$ cat src/logic/qio_consts.vh
// Constants for the quadrature index output generator
// Summary of operation
// RULE1: Two complementary square channels, ninety degrees apart
// RULE2: Index pulse, complemented, one quarter period wide
// RULE3: Period is tooth pitch over interpolation factor
// RULE4: Each edge-to-edge interval lasts quarter period
// RULE5: Each channel high and low half period
// RULE6: Output rate is teeth times factor times rpm/60
// RULE7: Tool monitors pulses, direction and revolution count
// RULE8: Tool calibrates offset and phase, reports interpolation
// RULE9: Interpolation factor up to 256 per tooth
// RULE10: Leading channel conveys rotation direction
// RULE11: Index once per revolution at fixed quadrature position
`ifndef QIO_CONSTS_VH
`define QIO_CONSTS_VH
// Interpolation factor limit and field width
`define QIO_INTERP_MAX 9'h0_100
`define QIO_INTERP_W 9
// Tooth count field width
`define QIO_TEETH_W 10
// Position within one interpolated period: four quarter steps
`define QIO_PHASE_W 2
// Fine position accumulator width (interp step times 4 phases)
`define QIO_FINE_W 11
// Quarter phase codes of the Gray sequence A,B
`define QIO_PH0 2'h0
`define QIO_PH1 2'h1
`define QIO_PH2 2'h2
`define QIO_PH3 2'h3
// Input tooth edge filter: three-flop synchroniser
`define QIO_SYNC_LEN 3
// Phase within a period at which the index pulse sits
`define QIO_INDEX_PHASE 2'h0
// Period count at which the gear counts as stopped
`define QIO_STALL_MAX 24'hFF_FFFF
// Saturated teeth-since-index count, so the first mark is accepted
`define QIO_TEETH_SAT 10'h3FF
`endif

$ cat src/logic/qio_top.v
// Quadrature A/B/Z output generator with interpolation of tooth edges
`timescale 1ns/100ps
`default_nettype none
`include "qio_consts.vh"
module qio_top (
  // Clock and reset
  input wire REF_CLK,
  input wire RSTN,
  // Sensed tooth signal, index tooth mark and direction of rotation
  input wire TOOTH_IN,
  input wire INDEX_MARK_IN,
  input wire DIR_REV_IN,
  // Configuration: interpolation factor (1..256) and tooth count
  input wire [8:0] INTERP,
  input wire [9:0] TEETH,
  // Quadrature outputs with complements
  output reg A_OUT,
  output reg A_N_OUT,
  output reg B_OUT,
  output reg B_N_OUT,
  output reg Z_OUT,
  output reg Z_N_OUT,
  // Revolution marker, pulsed for one cycle with each index pulse
  output reg REV_PULSE
);
  ////////////////////////////////////////////////////////////////////////
  // Input conditioning
  wire tooth_s;
  wire mark_s;
  wire dir_s;
  // Tooth edges from the sensor
  qio_sync u_sync_tooth (
    .clk(REF_CLK),
    .rst_n(RSTN),
    .din(TOOTH_IN),
    .dout(tooth_s)
  );
  // Index tooth mark
  qio_sync u_sync_mark (
    .clk(REF_CLK),
    .rst_n(RSTN),
    .din(INDEX_MARK_IN),
    .dout(mark_s)
  );
  // Direction of rotation
  qio_sync u_sync_dir (
    .clk(REF_CLK),
    .rst_n(RSTN),
    .din(DIR_REV_IN),
    .dout(dir_s)
  );

  // Clamp factor into 1..256
  function [8:0] qio_clamp;
    input [8:0] f;
    begin
      if (f == 9'h0_000) begin
        qio_clamp = 9'h0_001;
      end else if (f > `QIO_INTERP_MAX) begin
        qio_clamp = `QIO_INTERP_MAX;
      end else begin
        qio_clamp = f;
      end
    end
  endfunction

  // Gray phase to A,B levels
  function [1:0] qio_ab;
    input [1:0] ph;
    begin
      case (ph)
        `QIO_PH0: qio_ab = 2'h0;
        `QIO_PH1: qio_ab = 2'h2;
        `QIO_PH2: qio_ab = 2'h3;
        default: qio_ab = 2'h1;
      endcase
    end
  endfunction

  ////////////////////////////////////////////////////////////////////////
  // Tooth period measurement
  reg tooth_d1_q;
  reg tooth_seen_q;
  reg [23:0] per_cnt_q;
  reg [23:0] tooth_per_q;
  reg per_valid_q;
  reg [8:0] interp_q;
  wire tooth_rise;
  wire per_full;
  assign tooth_rise = tooth_s & ~tooth_d1_q;
  // Period counter saturated: gear counts as stopped
  assign per_full = (per_cnt_q == `QIO_STALL_MAX);
  // Measure clocks per tooth, latch factor at each tooth
  always @(posedge REF_CLK or negedge RSTN) begin
    if (!RSTN) begin
      tooth_d1_q <= 1'b0;
      tooth_seen_q <= 1'b0;
      per_cnt_q <= 24'h00_0000;
      tooth_per_q <= 24'h00_0000;
      per_valid_q <= 1'b0;
      interp_q <= 9'h0_001;
    end else begin
      tooth_d1_q <= tooth_s;
      if (tooth_rise) begin
        tooth_seen_q <= 1'b1;
        tooth_per_q <= per_cnt_q;
        per_cnt_q <= 24'h00_0001;
        // First rise and a rise after a stall only start the count
        per_valid_q <= tooth_seen_q && !per_full;
        interp_q <= qio_clamp(INTERP); // RULE9
      end else if (!per_full) begin
        per_cnt_q <= per_cnt_q + 24'h00_0001;
      end else begin
        per_valid_q <= 1'b0; // Gear stopped: halt outputs
      end
    end
  end

  ////////////////////////////////////////////////////////////////////////
  // Quarter step rate: 4*interp steps per tooth period (DDA)
  reg [33:0] acc_q;
  reg [10:0] steps_q;
  wire [10:0] steps_per_tooth;
  wire [33:0] add_w;
  wire [33:0] lim_w;
  wire [33:0] acc_sum_w;
  wire step_en;
  assign steps_per_tooth = {interp_q, 2'b00};
  assign add_w = {23'h00_0000, steps_per_tooth};
  assign lim_w = {10'h000, tooth_per_q};
  // Accumulator after this cycle's add, shared by test and update
  assign acc_sum_w = acc_q + add_w;
  assign step_en = per_valid_q && (acc_sum_w >= lim_w)
                   && (steps_q < steps_per_tooth);
  // Accumulate steps so rate = teeth*interp*rpm/60*4 edges
  always @(posedge REF_CLK or negedge RSTN) begin
    if (!RSTN) begin
      acc_q <= 34'h0_0000_0000;
      steps_q <= 11'h000;
    end else if (tooth_rise) begin
      acc_q <= 34'h0_0000_0000;
      steps_q <= 11'h000;
    end else if (per_valid_q) begin
      if (step_en) begin
        acc_q <= acc_sum_w - lim_w; // RULE3 RULE6
        steps_q <= steps_q + 11'h001;
      end else begin
        acc_q <= acc_sum_w;
      end
    end
  end

  ////////////////////////////////////////////////////////////////////////
  // Index mark lockout: one index per revolution of TEETH teeth
  reg [9:0] since_mark_q;
  wire mark_ok;
  // Accept a mark only once a full revolution of teeth has gone by
  assign mark_ok = ({1'b0, since_mark_q} + 11'h001 >= {1'b0, TEETH}); // RULE11
  // Count teeth since the last accepted mark, saturating
  always @(posedge REF_CLK or negedge RSTN) begin
    if (!RSTN) begin
      since_mark_q <= `QIO_TEETH_SAT;
    end else if (tooth_rise) begin
      if (mark_s && mark_ok) begin
        since_mark_q <= 10'h000;
      end else if (since_mark_q != `QIO_TEETH_SAT) begin
        since_mark_q <= since_mark_q + 10'h001;
      end
    end
  end

  ////////////////////////////////////////////////////////////////////////
  // Phase sequencing and index placement
  reg [1:0] phase_q;
  reg [1:0] phase_d;
  reg mark_armed_q;
  reg [1:0] ab_d;
  always @* begin
    phase_d = phase_q;
    if (step_en) begin
      phase_d = dir_s ? phase_q - 2'h1 : phase_q + 2'h1; // RULE10 RULE4
    end
    ab_d = qio_ab(phase_d);
  end
  // Drive outputs; index spans one quarter step at a fixed phase
  always @(posedge REF_CLK or negedge RSTN) begin
    if (!RSTN) begin
      phase_q <= `QIO_PH0;
      mark_armed_q <= 1'b0;
      A_OUT <= 1'b0;
      A_N_OUT <= 1'b1;
      B_OUT <= 1'b0;
      B_N_OUT <= 1'b1;
      Z_OUT <= 1'b0;
      Z_N_OUT <= 1'b1;
      REV_PULSE <= 1'b0;
    end else begin
      phase_q <= phase_d;
      A_OUT <= ab_d[1]; // RULE1 RULE5
      A_N_OUT <= ~ab_d[1];
      B_OUT <= ab_d[0];
      B_N_OUT <= ~ab_d[0];
      REV_PULSE <= 1'b0;
      // Index stands until the next quarter step
      if (step_en) begin
        if (mark_armed_q && phase_d == `QIO_INDEX_PHASE) begin
          Z_OUT <= 1'b1; // RULE11 RULE2
          Z_N_OUT <= 1'b0;
          REV_PULSE <= 1'b1;
          mark_armed_q <= 1'b0;
        end else begin
          Z_OUT <= 1'b0;
          Z_N_OUT <= 1'b1;
        end
      end
      // A fresh mark beats the clear of an index just sent
      if (mark_s && tooth_rise && mark_ok) begin
        mark_armed_q <= 1'b1; // RULE11
      end
    end
  end
endmodule // qio_top
`default_nettype wire

$ cat src/logic/qio_sync.v
// Three-flop synchroniser with agreement check for a pin input
`timescale 1ns/100ps
`default_nettype none
module qio_sync (
  // Clock and reset
  input wire clk,
  input wire rst_n,
  // Raw pin and filtered level
  input wire din,
  output reg dout
);
  reg s1_q;
  reg s2_q;
  reg s3_q;
  // Shift chain; first flop feeds only the second
  always @(posedge clk or negedge rst_n) begin
    if (!rst_n) begin
      s1_q <= 1'b0;
      s2_q <= 1'b0;
      s3_q <= 1'b0;
      dout <= 1'b0;
    end else begin
      s1_q <= din;
      s2_q <= s1_q;
      s3_q <= s2_q;
      if (s2_q == s3_q) begin
        dout <= s3_q; // Change counts once two and three agree
      end
    end
  end
endmodule // qio_sync
`default_nettype wire

$ cat config.mk
export PLATFORM = sky130hd
export DESIGN_NAME = qio_top
export DESIGN_NICKNAME = d
export VERILOG_FILES = /design/src/logic/qio_top.v /design/src/logic/qio_sync.v
export VERILOG_INCLUDE_DIRS = /design/src /design/src/logic
export SDC_FILE = /design/constraint.sdc
export NUM_CORES = 1
export LEC_CHECK = 0
export BUFFER_PORTS_ARGS = -buffer_cell sky130_fd_sc_hd__buf_2
export CAP_MARGIN = 0
export CORE_ASPECT_RATIO = 1.4
export CORE_MARGIN = 2
export CORE_UTILIZATION = 45
export CTS_CLUSTER_DIAMETER = 100
export CTS_CLUSTER_SIZE = 8
export DETAILED_ROUTE_END_ITERATION = 10
export PLACE_DENSITY = 0.6
export SLEW_MARGIN = 30
export SYNTH_ARGS = -nofsm -noshare
export SYNTH_HDL_FRONTEND = slang
export SYNTH_HIERARCHICAL = 1
export SYNTH_SLANG_ARGS = --single-unit
export TNS_END_PERCENT = 10
$ cat constraint.sdc
create_clock -name REF_CLK -period 6.2 [get_ports REF_CLK]
set_clock_uncertainty 0.05 [all_clocks]
set_input_delay 1.24 -clock REF_CLK [delete_from_list [all_inputs] [get_ports REF_CLK]]
set_output_delay 1.24 -clock REF_CLK [all_outputs]
set_load 0.005 [all_outputs]
==> impl_table.tex <==
\begin{tabular}{lr}
\hline
Metric & Value \\
\hline
\multicolumn{2}{l}{\textbf{Global routing}} \\
Remaining Overflow, GRT & 0 \\
Global-route wire length before repair & $\sim$40 mm \\
Initial antenna violation count & 0 \\
Via count of the first global-routing pass & 7841 \\
Pin count of the biggest net entering global routing & 84 \\
Tot GR Track Use & between 20\% and 30\% \\
\multicolumn{2}{l}{\textbf{Final layout}} \\
Area growth syn-to-layout & 11.4\% \\
Share of cells above drive strength 1 & 10.7\% \\
Final cell count without fillers & between 1000 and 1500 \\
Total inserted antenna cells & 0 \\
Net total in the final layout & approximately 1200 \\
\multicolumn{2}{l}{\textbf{Drt}} \\
Drt initial violations & around 360 \\
Final wirelength & 23.8 mm \\
Remaining DRCs & 0 \\
Top layer used by detailed routing & met4 \\
Met1 Routed Length & just over 10 mm \\
Vias/cell & about 5.8 \\
Count of antenna-violating nets left after detailed routing & 0 \\
Detailed Routing Iterations Pass 1 & 5 \\
Met3 WL post-DR & a little over 700 µm \\
Via count & around 8000 \\
Met2 Wirelength & roughly 12 mm \\
Detailed-route wire length per cell & about 18 µm \\
\multicolumn{2}{l}{\textbf{Synthesis}} \\
Sequential area share after synthesis & 37.2\% \\
Synth Net Count & 1151 \\
Async S/R FF share, synth & between 90\% and 100\% \\
Distinct cell type count after synthesis & 73 \\
Avg Cell Area, Syn & 8.67 µm² \\
Synthesized netlist cell count & 1068 \\
Cell area after synthesis & around 9300 µm² \\
Yosys Warn Count & 6 \\
Primary FF master, synth & dfrtp\_1 \\
Count of state elements after synthesis & between 100 and 150 \\
EDFF count, synth & 0 \\
\multicolumn{2}{l}{\textbf{Timing}} \\
Final hold slack & roughly 300 ps \\
Worst Slack Setup Final & between 300 and 400 ps \\
Peak Freq & between 150 and 200 MHz \\
Final slew viol count & 0 \\
Fin. Hold Viols & 0 \\
Worst slew margin relative to its limit & a little over two fifths \\
Crit share post-route & about 94\% \\
Total Neg Setup Slack & 0 ps \\
Setup violation total in the final timing report & 0 \\
Minimum period implied by the final worst setup slack & approximately 5800 ps \\
Slew at the pin with the worst max-slew slack & 838 ps \\
\multicolumn{2}{l}{\textbf{Worst setup path}} \\
CP Cell Sequence & ha\_1, a2111oi\_0, a211oi\_2, a21o\_1, nand3\_1, or2\_2, nor2\_1, xor2\_1, ha\_1, a21boi\_0, or2\_2, a221oi\_1, nand3\_2, a2111oi\_4, buf\_4, buf\_12, o311ai\_0, and3\_1, o21a\_1 \\
Worst reg2reg path startpoint & interp\_q[6] \\
Cell type of the slowest stage on the worst timing path & a2111oi\_0 \\
Start-to-end type of the worst setup path & register to register \\
Flop-to-flop setup slack & slightly below 400 ps \\
Critical R2R Capture & acc\_q[27] \\
Maximum cell stage delay along the critical path & about 760 ps \\
Crit Path Max Fanout & 19 \\
Endpoint class of the critical path & register \\
Req. time, crit path & between 6000 and 7000 ps \\
Worst reg-to-reg path cell count & 19 \\
Category of the worst setup path launch point & register \\
Critical path arrival & slightly above 6000 ps \\
\multicolumn{2}{l}{\textbf{Clock network}} \\
Count of clock tree sinks & 137 \\
CTS clock-pin slew for the worst setup and hold paths & $\sim$60 ps \\
H-tree depth & 4 \\
Root Driver & clkbuf\_16 \\
Clock buffer depth & 2 \\
CTS Hold Buffers Added & 0 \\
Clock tree from TritonCTS & built \\
Number of clock buffers inserted by TritonCTS & 17 \\
Source-to-sink clock delay at the later pin of the worst-skew pair & about 430 ps \\
\multicolumn{2}{l}{\textbf{Min path}} \\
Number of stages on the worst hold path & 0 \\
Critical hold path startpoint & u\_sync\_tooth/s1\_q \\
Hold worst-path end & u\_sync\_tooth/s2\_q \\
Class of the tightest hold or removal check & register to register \\
\multicolumn{2}{l}{\textbf{Floorplan}} \\
Core Region & a little over 20000 µm² \\
Site Rows & between 60 and 70 \\
Effective utilization at floorplan & a little under half \\
Die Wd & between 100 and 150 µm \\
Full die area & roughly 22000 µm² \\
IO Count & 31 \\
Die Ht & 174 µm \\
\multicolumn{2}{l}{\textbf{Power and ir drop}} \\
P per Cell Area & 521 nW/µm² \\
Fraction of power consumed by combinational cells & a little over half \\
Share of power burned in the clock network & 21.0\% \\
Net switching power of the design & roughly 2.3 mW \\
Worst supply voltage drop on vdd & 0.227 mV \\
Flop pwr share & 25.0\% \\
Leakage Power & 4.47 nW \\
Overall power of the completed layout & 5.37 mW \\
Switching power as a share of total power & 43.3\% \\
Internal Dissipation & between 3 and 4 mW \\
\multicolumn{2}{l}{\textbf{Placement}} \\
Number of placed cells counting well taps & between 1000 and 1500 \\
Port Buffer Count & 30 \\
Final weighted congestion of routability-driven global placement & between 0.9 and 1 \\
HPWL Detailed & 17.0 mm \\
Setup Slack @ Placement & approximately 370 ps \\
\multicolumn{2}{l}{\textbf{Flow run}} \\
Maximum capacitance violations & 0 \\
\multicolumn{2}{l}{\textbf{Outcome}} \\
Run status & finished clean \\
\hline
\end{tabular}
critical path: cells and delay by family, from the launching register on:
family	cells	cell delay [ps]
AO/OA/AOI/OAI	8	2630
AND/OR/NAND/NOR	6	1330
adder cells (fa/ha/maj)	2	790
flip-flops	1	380
buffers and inverters	2	350
XOR/XNOR	1	160
layout by cell type (no fill, tap or decap), types with 9 or more instances in the layout:
cell | synthesis | routed
a21o_1 | 16 | 16
o21a_1 | 9 | 9
buf_4 | 0 | 12
dfrtp_1 | 123 | 123
inv_1 | 64 | 64
buf_2 | 11 | 29
xor2_1 | 32 | 32
nand2_1 | 141 | 140
or4_1 | 11 | 11
nor3_1 | 10 | 10
clkbuf_16 | 0 | 17
nor2_1 | 76 | 76
o211ai_1 | 13 | 13
nand3b_1 | 9 | 9
and3_1 | 17 | 17
o21ai_0 | 86 | 86
nand3_1 | 40 | 39
mux2i_1 | 17 | 17
a21oi_1 | 54 | 54
nand2b_1 | 13 | 12
and4_1 | 11 | 11
a211oi_1 | 12 | 11
dfstp_2 | 14 | 14
a31oi_1 | 16 | 16
xnor2_1 | 47 | 47
nor4_1 | 11 | 11
ha_1 | 57 | 57
nand4_1 | 14 | 14
sequential cells by signal, indices dropped and copies added, names as in the netlist, 2 cells and up:
name,flops
tooth_per_q,24
acc_q,34
per_cnt_q,24
steps_q,11
phase_q,2
since_mark_q,10
interp_q,9
power groups by stage:
stage	clock [mW]	sequential, mW	combinational [mW]
3_5_place_dp	0	1.35	2.85
3_3_place_gp	0	1.35	2.82
2_1_floorplan	0	1.27	2.24
5_1_grt	1.19	1.38	3.24
4_1_cts	1.15	1.34	2.86
6_report	1.13	1.34	2.90
cells in the mapped netlist (10+ instances only):
| master | instances | share of area (%) |
|---|---|---|
| dfstp_2 | 14 | 4.0 |
| nor4_1 | 11 | 0.74 |
| dfrtp_1 | 123 | 33 |
| o211ai_1 | 13 | 1.1 |
| a21oi_1 | 54 | 2.9 |
| xnor2_1 | 47 | 4.4 |
| inv_1 | 64 | 2.6 |
| nand2b_1 | 13 | 0.88 |
| nor2_1 | 76 | 3.1 |
| nor3_1 | 10 | 0.54 |
| nand3_1 | 40 | 2.2 |
| ha_1 | 57 | 7.7 |
| buf_2 | 11 | 0.59 |
| o21ai_0 | 86 | 4.6 |
| and4_1 | 11 | 1.0 |
| nand4_1 | 14 | 0.95 |
| a31oi_1 | 16 | 1.1 |
| xor2_1 | 32 | 3.0 |
| a21o_1 | 16 | 1.3 |
| clkbuf_1 | 35 | 1.4 |
| or4_1 | 11 | 0.89 |
| mux2i_1 | 17 | 1.8 |
| nand2_1 | 141 | 5.7 |
| and3_1 | 17 | 1.1 |
| a211oi_1 | 12 | 0.97 |
how the worst max path moves through the flow:
stage,endpoint,slack (ps),start,cells past startpoint
after global routing,B_N_OUT,-100,acc_q[8],21
final,acc_q[27],390,interp_q[6],19
after floorplan,B_OUT,800,interp_q[6],23
after detailed placement,acc_q[14],370,interp_q[6],19
after CTS,acc_q[12],340,interp_q[6],19
after global placement,acc_q[12],500,interp_q[6],19
stage by stage:
stage,area (µm²),utilization (%)
2_1_floorplan,9260,-
3_3_place_gp,9640,47.4
3_5_place_dp,9640,47.4
4_1_cts,10300,50.7
5_1_grt,10300,50.8
6_report,10300,50.8
what timing repair did:
action / 4_1_cts / 5_1_grt
buffers inserted: 0 / 1
endpoints found under the setup margin: 0 / 19
endpoints found under the hold margin: 0 / 0
resized for setup: 0 / 3
kinds of logic (layout without fill, tap and decap cells):
family / after synthesis / after routing / share of synthesized area (%)
adders and majority gates: 62 / 62 / 8.50
xor gates and xnor gates: 79 / 79 / 7.47
AOI/OAI and AO/OA: 271 / 271 / 19.3
and+or+nand+nor: 387 / 387 / 20.6
muxes: 19 / 19 / 2.08
DFF: 137 / 137 / 37.2
buffers and inverters: 113 / 139 / 4.83
cell type report:
| cell class | instances | area (µm²) |
|---|---|---|
| Sequential cell | 137 | 3450 |
| Clock inverter | 10 | 163 |
| Multi-Input combinational cell | 818 | 5390 |
| Timing Repair Buffer | 43 | 267 |
| Tap cell | 256 | 320 |
| Inverter | 64 | 240 |
| Fill cell | 1978 | 10000 |
| Clock buffer | 22 | 494 |
routing by layer:
layer	track usage, %	vias to the layer above
li1	-	3829
met1	26.3	3732
met2	40.3	153
met3	3.98	56
met4	10.3	0
met5	0	-
Power figures use the tool's default switching activity.
